===== src/logic/atten_pkg.sv =====
// Shared constants and carrier types for the serial attenuator control block
// Behaviour
// - Sample data on each serial clock rise
// - Shift only while load enable is low
// - Previous bit leaves on serial output
// - Word is channel byte then attenuation byte
// - MSB first, channel byte before attenuation
// - Unmatched channel byte changes no setting
// - Three independent channel settings
// - Codes 0x4F and above mute channel
// - All channels muted after power-up
// - Chain of n shifts 16n bits, one latch
// - Decode channel, drive its tap select
package atten_pkg;
  localparam int WORD_BITS = 16;
  localparam int BYTE_BITS = 8;
  localparam int CHAN_COUNT = 3;
  localparam int TAP_BITS = 7;
  localparam logic [7:0] MUTE_CODE = 8'h4F;
  localparam logic [7:0] CHAN1_ADDR = 8'h00;
  localparam logic [7:0] CHAN2_ADDR = 8'h01;
  localparam logic [7:0] CHAN3_ADDR = 8'h02;
  localparam logic [TAP_BITS-1:0] TAP_RESET = 7'h00;
  localparam logic [15:0] SHIFT_RESET = 16'h0000;
  // Synchroniser reset {load, clock, data}: the idle pin levels
  localparam logic [2:0] PIN_RESET = 3'h4;

  typedef struct packed {
    logic [7:0] chan;
    logic [7:0] atten;
  } word_s;

  typedef struct packed {
    logic mute;
    logic [TAP_BITS-1:0] tap;
  } setting_s;

  localparam setting_s SETTING_RESET = '{mute: 1'b1, tap: TAP_RESET};
endpackage : atten_pkg


===== src/logic/serial_attenuator_control.sv =====
// Serial attenuator control: shift register, latch and three channel settings
`timescale 1ns/1ns
module serial_attenuator_control #(
  parameter logic [7:0] CHAN1_ADDR = atten_pkg::CHAN1_ADDR,
  parameter logic [7:0] CHAN2_ADDR = atten_pkg::CHAN2_ADDR,
  parameter logic [7:0] CHAN3_ADDR = atten_pkg::CHAN3_ADDR
) (
  input wire logic clk_i,
  input wire logic rst_n_i,
  input wire logic sclk_i,
  input wire logic load_n_i,
  input wire logic data_i,
  output logic data_o,
  output logic [atten_pkg::CHAN_COUNT-1:0] mute_o,
  output logic [atten_pkg::CHAN_COUNT*atten_pkg::TAP_BITS-1:0] tap_o,
  output logic update_o
);
  localparam int N = atten_pkg::CHAN_COUNT;

  // Two-stage synchronisers for the three pins
  logic [2:0] meta_reg;
  logic [2:0] meta_next;
  logic [2:0] sync_reg;
  logic [2:0] sync_next;
  logic sclk_prev_reg;
  logic sclk_prev_next;
  always_comb begin
    meta_next = {load_n_i, sclk_i, data_i};
    sync_next = meta_reg;
    sclk_prev_next = sync_reg[1];
  end
  always_ff @(posedge clk_i) begin
    if (!rst_n_i) begin
      // Idle pin levels, so no false edge or latch follows reset
      meta_reg <= atten_pkg::PIN_RESET;
      sync_reg <= atten_pkg::PIN_RESET;
      sclk_prev_reg <= 1'b0;
    end else begin
      meta_reg <= meta_next;
      sync_reg <= sync_next;
      sclk_prev_reg <= sclk_prev_next;
    end
  end

  logic sdat;
  logic sclk_rise;
  logic load_n;
  logic load_prev_reg;
  logic load_prev_next;
  logic latch_pulse;
  assign sdat = sync_reg[0];
  assign load_n = sync_reg[2];
  assign sclk_rise = sync_reg[1] && !sclk_prev_reg;
  assign latch_pulse = load_n && !load_prev_reg;

  // Shift register and serial output
  logic [15:0] shift_reg;
  logic [15:0] shift_next;
  logic data_out_reg;
  logic data_out_next;
  atten_pkg::word_s latched_reg;
  atten_pkg::word_s latched_next;
  logic pending_reg;
  logic pending_next;

  always_comb begin
    shift_next = shift_reg;
    data_out_next = data_out_reg;
    latched_next = latched_reg;
    pending_next = 1'b0;
    load_prev_next = load_n;
    if (sclk_rise && !load_n) begin
      // MSB first: channel byte ends in the upper half
      shift_next = {shift_reg[14:0], sdat};
      data_out_next = shift_reg[15];
    end
    if (latch_pulse) begin
      latched_next = atten_pkg::word_s'(shift_reg);
      pending_next = 1'b1;
    end
  end

  always_ff @(posedge clk_i) begin
    if (!rst_n_i) begin
      shift_reg <= atten_pkg::SHIFT_RESET;
      data_out_reg <= 1'b0;
      latched_reg <= atten_pkg::word_s'(atten_pkg::SHIFT_RESET);
      pending_reg <= 1'b0;
      load_prev_reg <= 1'b1;
    end else begin
      shift_reg <= shift_next;
      data_out_reg <= data_out_next;
      latched_reg <= latched_next;
      pending_reg <= pending_next;
      load_prev_reg <= load_prev_next;
    end
  end

  // Decoded setting appears in the same cycle as the latched word
  atten_pkg::setting_s decoded;
  tap_lookup u_lookup (
    .clk_i(clk_i),
    .rst_n_i(rst_n_i),
    .code_i(latched_next.atten),
    .setting_o(decoded)
  );

  function automatic logic [N-1:0] chan_hit(input logic [7:0] a);
    chan_hit = {a == CHAN3_ADDR, a == CHAN2_ADDR, a == CHAN1_ADDR};
  endfunction : chan_hit

  logic [N-1:0] hit;
  assign hit = chan_hit(latched_reg.chan);

  atten_pkg::setting_s chan_reg [N];
  atten_pkg::setting_s chan_next [N];
  logic update_reg;
  logic update_next;

  genvar g;
  generate
    for (g = 0; g < N; g++) begin : g_chan
      always_comb begin
        chan_next[g] = chan_reg[g];
        if (pending_reg && hit[g]) begin
          chan_next[g] = decoded;
        end
      end
      always_ff @(posedge clk_i) begin
        if (!rst_n_i) begin
          chan_reg[g] <= atten_pkg::SETTING_RESET;
        end else begin
          chan_reg[g] <= chan_next[g];
        end
      end
      assign mute_o[g] = chan_reg[g].mute;
      assign tap_o[g*atten_pkg::TAP_BITS +: atten_pkg::TAP_BITS] = chan_reg[g].tap;

      a_chan_hold: assert property (@(posedge clk_i) disable iff (!rst_n_i)
        !(pending_reg && hit[g]) |=> $stable(chan_reg[g]))
        else $error("channel changed without matching word");
      a_chan_mute: assert property (@(posedge clk_i) disable iff (!rst_n_i)
        pending_reg && hit[g] && latched_reg.atten >= atten_pkg::MUTE_CODE
        |=> chan_reg[g].mute)
        else $error("mute code did not mute channel");
      a_chan_tap: assert property (@(posedge clk_i) disable iff (!rst_n_i)
        pending_reg && hit[g] && latched_reg.atten < atten_pkg::MUTE_CODE
        |=> !chan_reg[g].mute
            && chan_reg[g].tap == $past(latched_reg.atten[atten_pkg::TAP_BITS-1:0]))
        else $error("tap does not follow code");
      a_mute_tap: assert property (@(posedge clk_i) disable iff (!rst_n_i)
        chan_reg[g].mute |-> chan_reg[g].tap == atten_pkg::TAP_RESET)
        else $error("muted channel has a live tap");
      a_tap_range: assert property (@(posedge clk_i) disable iff (!rst_n_i)
        !chan_reg[g].mute |-> {1'b0, chan_reg[g].tap} < atten_pkg::MUTE_CODE)
        else $error("live tap outside code range");
    end
  endgenerate

  always_comb begin
    update_next = pending_reg && (|hit);
  end

  always_ff @(posedge clk_i) begin
    if (!rst_n_i) begin
      update_reg <= 1'b0;
    end else begin
      update_reg <= update_next;
    end
  end

  assign data_o = data_out_reg;
  assign update_o = update_reg;

  a_shift_gate: assert property (@(posedge clk_i) disable iff (!rst_n_i)
    !(sclk_rise && !load_n) |=> $stable(shift_reg))
    else $error("shift register moved without enabled edge");
  a_shift_in: assert property (@(posedge clk_i) disable iff (!rst_n_i)
    sclk_rise && !load_n |=> shift_reg[0] == $past(sdat)
      && shift_reg[15:1] == $past(shift_reg[14:0]))
    else $error("bit not sampled on rising edge");
  a_data_out: assert property (@(posedge clk_i) disable iff (!rst_n_i)
    sclk_rise && !load_n |=> data_o == $past(shift_reg[15]))
    else $error("serial output not previous top bit");
  a_latch_word: assert property (@(posedge clk_i) disable iff (!rst_n_i)
    latch_pulse |=> pending_reg && latched_reg == $past(shift_reg))
    else $error("word not latched on enable rise");
  a_reset_mute: assert property (@(posedge clk_i)
    !rst_n_i |=> &mute_o)
    else $error("channels not muted after reset");
  a_reset_quiet: assert property (@(posedge clk_i)
    !rst_n_i |=> !update_o && !data_o && shift_reg == atten_pkg::SHIFT_RESET)
    else $error("outputs not quiet after reset");

  // Serial side: one taken rise per pin edge, output only moves with it
  a_edge_gap: assert property (@(posedge clk_i) disable iff (!rst_n_i)
    sclk_rise |=> !sclk_rise)
    else $error("one serial clock rise taken twice");
  a_data_hold: assert property (@(posedge clk_i) disable iff (!rst_n_i)
    !(sclk_rise && !load_n) |=> $stable(data_o))
    else $error("serial output moved without enabled edge");

  // Latch side: one word per enable rise, held while the next shifts in
  a_latch_once: assert property (@(posedge clk_i) disable iff (!rst_n_i)
    pending_reg |=> !pending_reg)
    else $error("one enable rise latched twice");
  a_latch_hold: assert property (@(posedge clk_i) disable iff (!rst_n_i)
    !latch_pulse |=> $stable(latched_reg))
    else $error("latched word moved without enable rise");

  // Channel addresses must differ, or two channels would share words
  a_one_chan: assert property (@(posedge clk_i) disable iff (!rst_n_i)
    $onehot0(hit))
    else $error("word selects more than one channel");
  a_update_hit: assert property (@(posedge clk_i) disable iff (!rst_n_i)
    pending_reg && (|hit) |=> update_o)
    else $error("matching word gave no update pulse");
  a_update_miss: assert property (@(posedge clk_i) disable iff (!rst_n_i)
    pending_reg && !(|hit) |=> !update_o)
    else $error("update pulse for unmatched word");
  a_update_pulse: assert property (@(posedge clk_i) disable iff (!rst_n_i)
    update_o |=> !update_o)
    else $error("update pulse longer than one cycle");
endmodule : serial_attenuator_control


===== src/logic/tap_lookup.sv =====
// Attenuation code to tap selection lookup with registered output
`timescale 1ns/1ns
module tap_lookup (
  input wire logic clk_i,
  input wire logic rst_n_i,
  input wire logic [7:0] code_i,
  output atten_pkg::setting_s setting_o
);
  atten_pkg::setting_s setting_reg;
  atten_pkg::setting_s setting_next;

  // Codes below threshold map one to one onto taps
  always_comb begin
    setting_next.mute = (code_i >= atten_pkg::MUTE_CODE);
    setting_next.tap = setting_next.mute ? atten_pkg::TAP_RESET
                                         : code_i[atten_pkg::TAP_BITS-1:0];
  end

  always_ff @(posedge clk_i) begin
    if (!rst_n_i) begin
      setting_reg <= atten_pkg::SETTING_RESET;
    end else begin
      setting_reg <= setting_next;
    end
  end

  assign setting_o = setting_reg;
endmodule : tap_lookup


===== config.mk =====
export PLATFORM = sky130hd
export DESIGN_NAME = serial_attenuator_control
export DESIGN_NICKNAME = d
export VERILOG_FILES = /design/src/logic/atten_pkg.sv /design/src/logic/serial_attenuator_control.sv /design/src/logic/tap_lookup.sv
export SDC_FILE = /design/constraint.sdc
export NUM_CORES = 1
export LEC_CHECK = 0
export ABC_AREA = 1
export BUFFER_PORTS_ARGS = -buffer_cell sky130_fd_sc_hd__buf_4
export CORE_MARGIN = 2
export CORE_UTILIZATION = 51
export CTS_CLUSTER_DIAMETER = 150
export DETAILED_ROUTE_END_ITERATION = 8
export HOLD_SLACK_MARGIN = 0.05
export PLACE_DENSITY = 0.74
export SYNTH_ARGS = -nofsm -noshare
export SYNTH_HDL_FRONTEND = slang
export SYNTH_HIERARCHICAL = 1
export SYNTH_SLANG_ARGS = --single-unit

===== constraint.sdc =====
create_clock -name clk_i -period 1.5 [get_ports clk_i]
set_input_delay 0.225 -clock clk_i [delete_from_list [all_inputs] [get_ports clk_i]]
set_output_delay 0.225 -clock clk_i [all_outputs]
set_load 0.05 [all_outputs]

==> reports/qor.csv, run 1 <==
metric,value,unit
status,finished with violations,
failing checks,negative setup slack,
Max Cap Viol,0,
largest net degree at the start of global routing,50,
most frequent cell after synthesis,dfxtp_1,
Hold Path Class,input port to register,
"FF+latch count, synth",75,
Core ar.,0.00544,mm2
worst-margin pin slew,0.397,ns
CP Data Arrival Time,1.83,ns
"top cells by count, synth","dfxtp_1 (75), inv_1 (50), a21oi_1 (47)",
period utilization,103,%
Post-Layout Inst Area,0.00347,mm2
Worst Path Buf+Inv,4,
vias in the first global route,2100,
sequential fraction of the synthesis area,52.7,%
Worst VDD drop,0.000638,V
Crit Path Class,register to register,
fraction of registers with async set/reset,0,%
Placed Area,0.00312,mm2
total track usage,19.0,%
Worst Skew,0.0108,ns
DR DRC count,0,
max incr delay on CP,0.35,ns
Chip Width,78.8,um
Port Buf Inserts,30,
fin. max-slew vios,0,
HPWL after DPL,3.41,mm
fill count,471,
Avg Synthesized Cell Area,7.90,um2
Max Root-Sink Buffers,2,
NumNets Final,399,
CTS Buf Count,9,
Clock Latency Late Sink,0.35,ns
Setup-failing EPs final,7,
RSZ-0062 raised after global routing,true,
CTS Sinks,75,
Setup crit end kind,register,
die area,0.00621,mm2
Pleak,0.00151,uW
prevailing post-synth register cell,dfxtp_1,
initial antenna violation count,0,
count of cell types in the netlist,23,
gpl congestion,0.844,
Post-Syn Area,0.00285,mm2
H-Tree Depth,3,
Cell Pwr Density,1170,mW/mm2
synthesized netlist net count,366,
crit-path cells,inv_4 -> nor2_4 -> inv_6 -> o21ai_2 -> inv_2 -> inv_1 -> nand2_1 -> nor2_1 -> nand2_1 -> nand2_2 -> nand2_4 -> nor2_1,
CTS tree,built,
crit path time final,1.55,ns
Rows,27,
Yosys Warn Count,6,
Min Hold Slack,0.0574,ns
reg2reg start,sync_reg[2],
WL per Instance,11.8,um
flip-flop count of the largest register after layout,24,
normalized max-slew margin,73.5,%
Final Hold Vio Count,0,
Yosys top cell by area,dfxtp_1,
Synth area leaders,"dfxtp_1 (53%), a21oi_1 (8.2%), inv_1 (6.6%)",
crit path launch,sync_reg[2],
die height,78.8,um
detailed-route via count,2267,
layout cells sized above 1,24.8,%
Max Freq,646,MHz
CTS root buf,clkbuf_8,
hold path startpoint,sclk_i,
drt via density,4.81,
ant diodes,0,
Slowest cell on crit path,dfxtp_2,
top cell family by delay on the critical path,simple AND/OR/NAND/NOR gates,
Synth-to-Final Area Change,21.7,%
"CTS clk-pin slew, worst paths",0.08,ns
post-detailed-routing wire length,5.54,mm
Final WS setup,-0.0479,ns
Congestion Overflow GR,0,
initial cell density of the core,52.4,%
DR iter-0 viols,93,
final antenna-violating net count,0,
top-area cell type share of the netlist area,52.7,%
Worst Path Required,1.79,ns
first-pass GRT wire length,9.02,mm
Max Fanout on Critical Path,9,
Worst Setup Start Kind,register,
drt pass-1 iters,4,
Gate Count Post-Synth,361,
IO Pins,31,
Post-synth EDFFs,0,
tightest hold or removal path, cell delays in order:
cell and delay (ns):
buf_4 0.07, nand2_1 0.04, inv_1 0.04
metrics by stage:
| step | worst slack (ns) | cells | util [%] | total power, uW | setup TNS (ns) |
|---|---|---|---|---|---|
| 4_1_cts | 0.00204 | 469 | 61.9 | 4040 | 0 |
| 6_report | -0.0479 | 471 | 63.8 | 4050 | -0.131 |
| 3_3_place_gp | 0.0593 | 450 | 57.4 | 2360 | 0 |
| 2_1_floorplan | 0.0445 | 361 | - | 2310 | 0 |
| 3_5_place_dp | -0.0493 | 450 | 57.4 | 2360 | -0.214 |
| 5_1_grt | -0.116 | 471 | 63.8 | 4210 | -0.609 |
repair_timing:
action,in CTS,in global routing
setup endpoints to repair,8,8
cloned,1,0
hold buffers,1,0
endpoints found under the hold margin,1,0
resized for setup,7,34
pin swaps,1,8
buffers inserted,1,2
worst paths after layout:
path                                 to  slack (ns)  cells past startpoint
setup reg to reg  u_lookup/setting_o[1]       -0.05                     12
hold reg to reg             sync_reg[2]        0.42                      1
setup / recovery  u_lookup/setting_o[1]       -0.05                     12
hold / removal              meta_reg[1]        0.06                      3
logic make-up (layout without fill, tap and decap cells):
family          after synthesis  after routing  share of synthesized area (%)
buf+inv                      72            109                           11.2
simple gates                134            135                           22.1
compound gates               80             80                           14.0
flops                        75             75                           52.7
layout by cell type (no fill, tap or decap), drive strengths merged:
master,n
dfxtp,75
nor2,50
a21oi,47
inv,52
nand3,27
clkinvlp,3
nand3b,2
nand2,45
o21ai,33
bufinv,2
clkbuf,9
buf,40
clkinv,2
dlygate4sd3,1
or2,11
power by group:
group	switching (uW)	leakage (uW)	internal [uW]
Combinational	196	0.000797	111
Sequential	21.4	0.000607	2030
Clock	761	0.000101	929
area by class of cell:
class / instances / area [um2] / share of cell area (%)
sequential: 75 / 1500 / 43.3
multi-input combinational: 215 / 1120 / 32.3
timing repair buffer: 41 / 335 / 9.66
inverter: 52 / 203 / 5.84
clock buffer: 9 / 124 / 3.57
clock inverter: 7 / 92.6 / 2.67
tap: 72 / 90.1 / 2.60
routing by layer:
layer | track usage [%] | part of all wire [%] | vias to the layer above | wire length [um]
met5 | 0 | 0 | - | 0
li1 | - | - | 1201 | -
met3 | 6.02 | 4.1 | 12 | 229
met2 | 31.3 | 48 | 38 | 2640
met4 | 9.65 | 2.4 | 0 | 132
met1 | 22.3 | 46 | 1016 | 2540
No activity file was read; power rests on OpenSTA's default activity.
==> run 2, diff against run 1 <==
--- a/config.mk
+++ b/config.mk
@@ -5,14 +5,14 @@
 export SDC_FILE = /design/constraint.sdc
 export NUM_CORES = 1
 export LEC_CHECK = 0
-export ABC_AREA = 1
-export BUFFER_PORTS_ARGS = -buffer_cell sky130_fd_sc_hd__buf_4
+export ABC_AREA = 0
 export CORE_MARGIN = 2
-export CORE_UTILIZATION = 51
+export CORE_UTILIZATION = 55
 export CTS_CLUSTER_DIAMETER = 150
 export DETAILED_ROUTE_END_ITERATION = 8
+export DONT_BUFFER_PORTS = 1
 export HOLD_SLACK_MARGIN = 0.05
-export PLACE_DENSITY = 0.74
+export PLACE_DENSITY = 0.73
 export SYNTH_ARGS = -nofsm -noshare
 export SYNTH_HDL_FRONTEND = slang
 export SYNTH_HIERARCHICAL = 1
==> run 2 against run 1 <==
Net effect: the flow still finishes with violations (negative setup slack); clock skew decreased by 0.0069 ns; worst hold slack improved by 0.034 ns; combinational power fell by 70%; global-route usage grew 0.44 points; worst setup slack lost 0.20 ns; critical path depth fell by 7; clock power shrank 19%; non-clock buffer count fell by 12; utilization grew 3.0 points; register-to-register slack worse by 0.20 ns; via count down 17%.
==> reports/qor.csv, run 2 <==
metric,value,unit
drt via density,5.07,
Worst Path Required,1.78,ns
Max Root-Sink Buffers,2,
IO Pins,31,
Port Buf Inserts,0,
Clock Latency Late Sink,0.34,ns
Core ar.,0.00479,mm2
final antenna-violating net count,0,
"leading cell type in the layout, fill and taps excluded",nand2_1,
worst-margin pin slew,0.522,ns
Congestion Overflow GR,0,
Setup crit end kind,register,
"CTS clk-pin slew, worst paths",0.07,ns
synthesized netlist net count,279,
prevailing post-synth register cell,dfxtp_1,
total track usage,19.4,%
first-pass GRT wire length,8.07,mm
normalized max-slew margin,65.1,%
initial antenna violation count,0,
Cell Pwr Density,1090,mW/mm2
Post-synth EDFFs,0,
Crit Path Class,register to register,
most frequent cell after synthesis,nand2_1,
flip-flop count of the largest register after layout,24,
Placed Area,0.00295,mm2
Max Cap Viol,0,
post-detailed-routing wire length,4.83,mm
Post-Syn Area,0.00277,mm2
DR DRC count,0,
largest net degree at the start of global routing,65,
initial cell density of the core,58.0,%
CP Data Arrival Time,2.03,ns
die height,75.0,um
gpl congestion,0.702,
CTS tree,built,
Final Hold Vio Count,0,
Pleak,0.00128,uW
Setup-failing EPs final,6,
Util after Layout,66.8,%
Post-Layout Inst Area,0.00320,mm2
fraction of registers with async set/reset,0,%
DR iter-0 viols,89,
Worst Setup Start Kind,register,
Rows,25,
Worst VDD drop,0.000892,V
HPWL after DPL,3.05,mm
detailed-route via count,1872,
crit path launch,load_prev_reg,
count of cell types in the netlist,27,
ant diodes,0,
vias in the first global route,1858,
WL per Instance,13.1,um
Chip Width,75.0,um
fin. max-slew vios,0,
CTS Sinks,75,
Yosys top cell by area,dfxtp_1,
Final WS setup,-0.250,ns
Gate Count Post-Synth,274,
Worst Skew,0.00389,ns
Synth area leaders,"dfxtp_1 (54%), nand2_1 (11%), mux2i_1 (8.7%)",
status,finished with violations,
"top cells by count, synth","nand2_1 (79), dfxtp_1 (75), mux2i_1 (24)",
Synth-to-Final Area Change,15.2,%
Max Fanout on Critical Path,5,
hold path startpoint,rst_n_i,
sequential fraction of the synthesis area,54.1,%
CTS Buf Count,9,
Max Freq,571,MHz
layout cells sized above 1,19.9,%
die area,0.00563,mm2
period utilization,117,%
Hold Path Class,input port to register,
Avg Synthesized Cell Area,10.1,um2
RSZ-0062 raised after global routing,true,
top-area cell type share of the netlist area,54.1,%
H-Tree Depth,3,
failing checks,negative setup slack,
NumNets Final,302,
"FF+latch count, synth",75,
reg2reg start,load_prev_reg,
CTS root buf,clkbuf_8,
Yosys Warn Count,6,
drt pass-1 iters,4,
most frequent cells in the layout,"nand2_1 (79), dfxtp_1 (73), buf_4 (25)",
crit path time final,1.75,ns
==> run 2: cell types whose count changed in the layout (fill, tap and decap cells not counted), sizes merged, moves of 11 or more <==
cell,before,now
a21boi,0,25
nand3,27,0
nor2,50,1
nand2,45,79
and2,0,17
buf,40,26
inv,52,0
o21ai,33,0
or2,11,0
a21oi,47,0
mux2i,0,24
==> run 2: area by class of cell <==
| cell class | count | area, um2 |
|---|---|---|
| Clock buffer | 11 | 151 |
| Clock inverter | 5 | 27.5 |
| Fill cell | 409 | 1590 |
| Multi-Input combinational cell | 182 | 1190 |
| Sequential cell | 75 | 1500 |
| Tap cell | 67 | 83.8 |
| Timing Repair Buffer | 29 | 238 |
==> run 2: power breakdown <==
part / internal, uW / total (uW) / switching (uW)
clock: 679 / 1370 / 690
combinational: 44.9 / 90.9 / 46.0
sequential: 2000 / 2010 / 7.43
==> run 2: repair_timing <==
item / CTS / global route
hold buffers: 4 / 0
hold endpoints to repair: 64 / 0
gates resized for setup: 2 / 1
pin swaps: 4 / 1
setup endpoints to repair: 8 / 9
setup buffers: 2 / 0
==> run 2: metrics by stage <==
| step | TNS, ns | hold WS (ns) | worst slack [ns] | instances | total power, uW |
|---|---|---|---|---|---|
| 2_1_floorplan | -1.99 | 0.326 | -0.361 | 274 | 2120 |
| 3_3_place_gp | -1.31 | 0.307 | -0.256 | 348 | 2110 |
| 3_5_place_dp | -1.55 | 0.308 | -0.287 | 348 | 2110 |
| 4_1_cts | -1.23 | 0.0753 | -0.237 | 369 | 3510 |
| 5_1_grt | -1.69 | 0.0801 | -0.296 | 369 | 3610 |
| 6_report | -1.30 | 0.0912 | -0.250 | 369 | 3470 |
==> run 2: path summary, 6_finish.rpt <==
| path | to | slack (ns) | cells after the start |
|---|---|---|---|
| max | u_lookup/setting_o[6] | -0.25 | 5 |
| min | chan_reg[2][5] | 0.09 | 2 |
| max reg2reg | u_lookup/setting_o[6] | -0.25 | 5 |
| min reg2reg | sync_reg[1] | 0.43 | 1 |
==> run 2: cells by family (layout without fill, tap and decap cells) <==
| group | after synthesis | in the layout | synth area share (%) |
|---|---|---|---|
| DFF | 75 | 75 | 54.1 |
| and+or+nand+nor | 116 | 116 | 20.7 |
| AOI/OAI and AO/OA | 34 | 34 | 9.34 |
| buffers and inverters | 17 | 45 | 3.61 |
| muxes | 32 | 32 | 12.2 |
==> run 2: metal layers <==
metal	vias to the layer above	wire length [um]	global-route usage, %
met1	879	2270	22.3
li1	956	-	-
met2	35	2300	31.7
met4	0	25	7.94
met3	2	234	8.70
met5	-	0	0
==> run 2: critical path, cell delays in order, from the launching register on <==
cell	delay [ns]
dfxtp_2	0.32
nand2b_4	0.15
mux2_4	0.30
or4b_4	0.58
a41oi_2	0.20
and2_1	0.14
==> run 3, diff against run 2 <==
--- a/config.mk
+++ b/config.mk
@@ -6,13 +6,15 @@
 export NUM_CORES = 1
 export LEC_CHECK = 0
 export ABC_AREA = 0
+export CELL_PAD_IN_SITES_DETAIL_PLACEMENT = 0
+export CELL_PAD_IN_SITES_GLOBAL_PLACEMENT = 2
 export CORE_MARGIN = 2
-export CORE_UTILIZATION = 55
+export CORE_UTILIZATION = 36
 export CTS_CLUSTER_DIAMETER = 150
 export DETAILED_ROUTE_END_ITERATION = 8
 export DONT_BUFFER_PORTS = 1
 export HOLD_SLACK_MARGIN = 0.05
-export PLACE_DENSITY = 0.73
+export PLACE_DENSITY_LB_ADDON = 0.1
 export SYNTH_ARGS = -nofsm -noshare
 export SYNTH_HDL_FRONTEND = slang
 export SYNTH_HIERARCHICAL = 1
==> run 3 against run 2 <==
Net effect: the run still ends with negative setup slack left; combinational power rose by 10%; sequential power about the same; largest power group unchanged; worst setup slack better by 0.0040 ns; sequential share of layout area down 1.3 points; largest cell class unchanged; via count down 0.80%; clock skew grew 0.0059 ns; critical endpoint is now u_lookup/setting_o[7]; worst hold slack worse by 0.0048 ns.
==> reports/qor.csv, run 3 (synthesis results as in run 2) <==
metric,value,unit
Max Freq,573,MHz
ant diodes,0,
post-detailed-routing wire length,5.47,mm
worst hold path stage count,2,
top cell family by delay on the critical path,simple AND/OR/NAND/NOR gates,
crit path launch,load_prev_reg,
hold path startpoint,rst_n_i,
Final WS setup,-0.246,ns
Min Hold Slack,0.0864,ns
Chip Width,91.8,um
Port Buf Inserts,0,
RSZ-0062 raised after global routing,true,
Final Hold Vio Count,0,
Clock Latency Late Sink,0.34,ns
flip-flop count of the largest register after layout,24,
Pleak,0.00130,uW
largest net degree at the start of global routing,65,
total track usage,14.4,%
Max Cap Viol,0,
max incr delay on CP,0.58,ns
DR DRC count,0,
CP Data Arrival Time,1.97,ns
drt via density,4.57,
Synth-to-Final Area Change,18.6,%
Worst Path Buf+Inv,0,
Worst Skew,0.00977,ns
Congestion Overflow GR,0,
vias in the first global route,1916,
H-Tree Depth,3,
worst r2r path cells,5,
initial cell density of the core,36.5,%
CTS Buf Count,9,
total chip power,3620,uW
worst-margin pin slew,0.522,ns
Rows,32,
die height,91.8,um
IO Pins,31,
drt pass-1 iters,4,
WL per Instance,13.5,um
detailed-route via count,1857,
Setup-failing EPs final,7,
crit-path cells,nand2b_4 -> mux2_4 -> or4b_4 -> a41oi_2 -> nor2_1,
layout cells sized above 1,20.1,%
Worst Setup Start Kind,register,
Slowest cell on crit path,or4b_4,
CTS tree,built,
DR iter-0 viols,61,
first-pass GRT wire length,9.33,mm
period utilization,116,%
CTS Sinks,75,
Placed Area,0.00302,mm2
Worst VDD drop,0.000506,V
Cell Pwr Density,1100,mW/mm2
gpl congestion,0.645,
final antenna-violating net count,0,
flop2flop setup slack,-0.25,ns
most frequent cells in the layout,"nand2_1 (79), dfxtp_1 (73), buf_4 (27)",
Worst Path Required,1.72,ns
Crit Path Class,register to register,
"CTS clk-pin slew, worst paths",0.08,ns
HPWL after DPL,3.47,mm
failing checks,negative setup slack,
NumNets Final,305,
die area,0.00842,mm2
normalized max-slew margin,65.1,%
"leading cell type in the layout, fill and taps excluded",nand2_1,
initial antenna violation count,0,
Post-Layout Inst Area,0.00329,mm2
CTS root buf,clkbuf_8,
fin. max-slew vios,0,
reg-to-reg critical path endpoint,u_lookup/setting_o[7],
crit path time final,1.75,ns
Hold Path Class,input port to register,
Worst Hold Endpoint,chan_reg[2][2],
Setup crit end kind,register,
status,finished with violations,
TNS Setup,-1.30,ns
reg2reg start,load_prev_reg,
Max Root-Sink Buffers,2,
Core ar.,0.00761,mm2
Max Fanout on Critical Path,5,
run 3: layout make-up:
class                   count  area, um2
fillers                   793       4320
flip-flops and latches     75       1500
multi-input cells         182       1180
repair buffers             32        280
clock buffers              11        141
well taps                 102        128
clock inverters             4       51.3
run 3: worst register-to-register path, cell delays in order (launching register included):
cell	delay, ns
dfxtp_2	0.32
nand2b_4	0.16
mux2_4	0.31
or4b_4	0.58
a41oi_2	0.19
nor2_1	0.08
run 3: how the worst max path moves through the flow:
stage / endpoint / slack, ns / cells after the start
CTS: u_lookup/setting_o[7] / -0.25 / 5
floorplan: u_lookup/setting_o[6] / -0.36 / 7
global placement: u_lookup/setting_o[6] / -0.27 / 5
global route: u_lookup/setting_o[6] / -0.30 / 5
finish: u_lookup/setting_o[7] / -0.25 / 5
detailed placement: u_lookup/setting_o[6] / -0.30 / 5
run 3: layer usage:
layer	global-route usage, %	vias to the layer above	part of all wire, %
met4	5.22	0	0.68
met2	22.4	25	46
met5	0	-	0
met3	5.51	2	3.7
met1	18.1	873	50
li1	-	957	-
run 3: timing repair:
item | in CTS | in global routing
gates resized for setup | 1 | 0
hold buffers | 4 | 0
pin swaps | 4 | 1
hold endpoints to repair | 64 | 0
buffers inserted | 2 | 0
setup endpoints to repair | 8 | 8
run 3: metrics by stage:
stage	util, %	cells	setup WS [ns]
floorplan	-	274	-0.361
finish	43.2	406	-0.246
global route	43.2	406	-0.301
detailed placement	39.7	385	-0.298
global placement	39.7	385	-0.269
CTS	43.2	406	-0.247
run 3: power breakdown:
group          switching [uW]  internal [uW]  total [uW]  leakage [uW]
Sequential               7.55           2000        2010      0.000605
Clock                     708            806        1510     0.0000954
Combinational            49.3           51.0         100      0.000595
Total                     765           2860        3620       0.00130
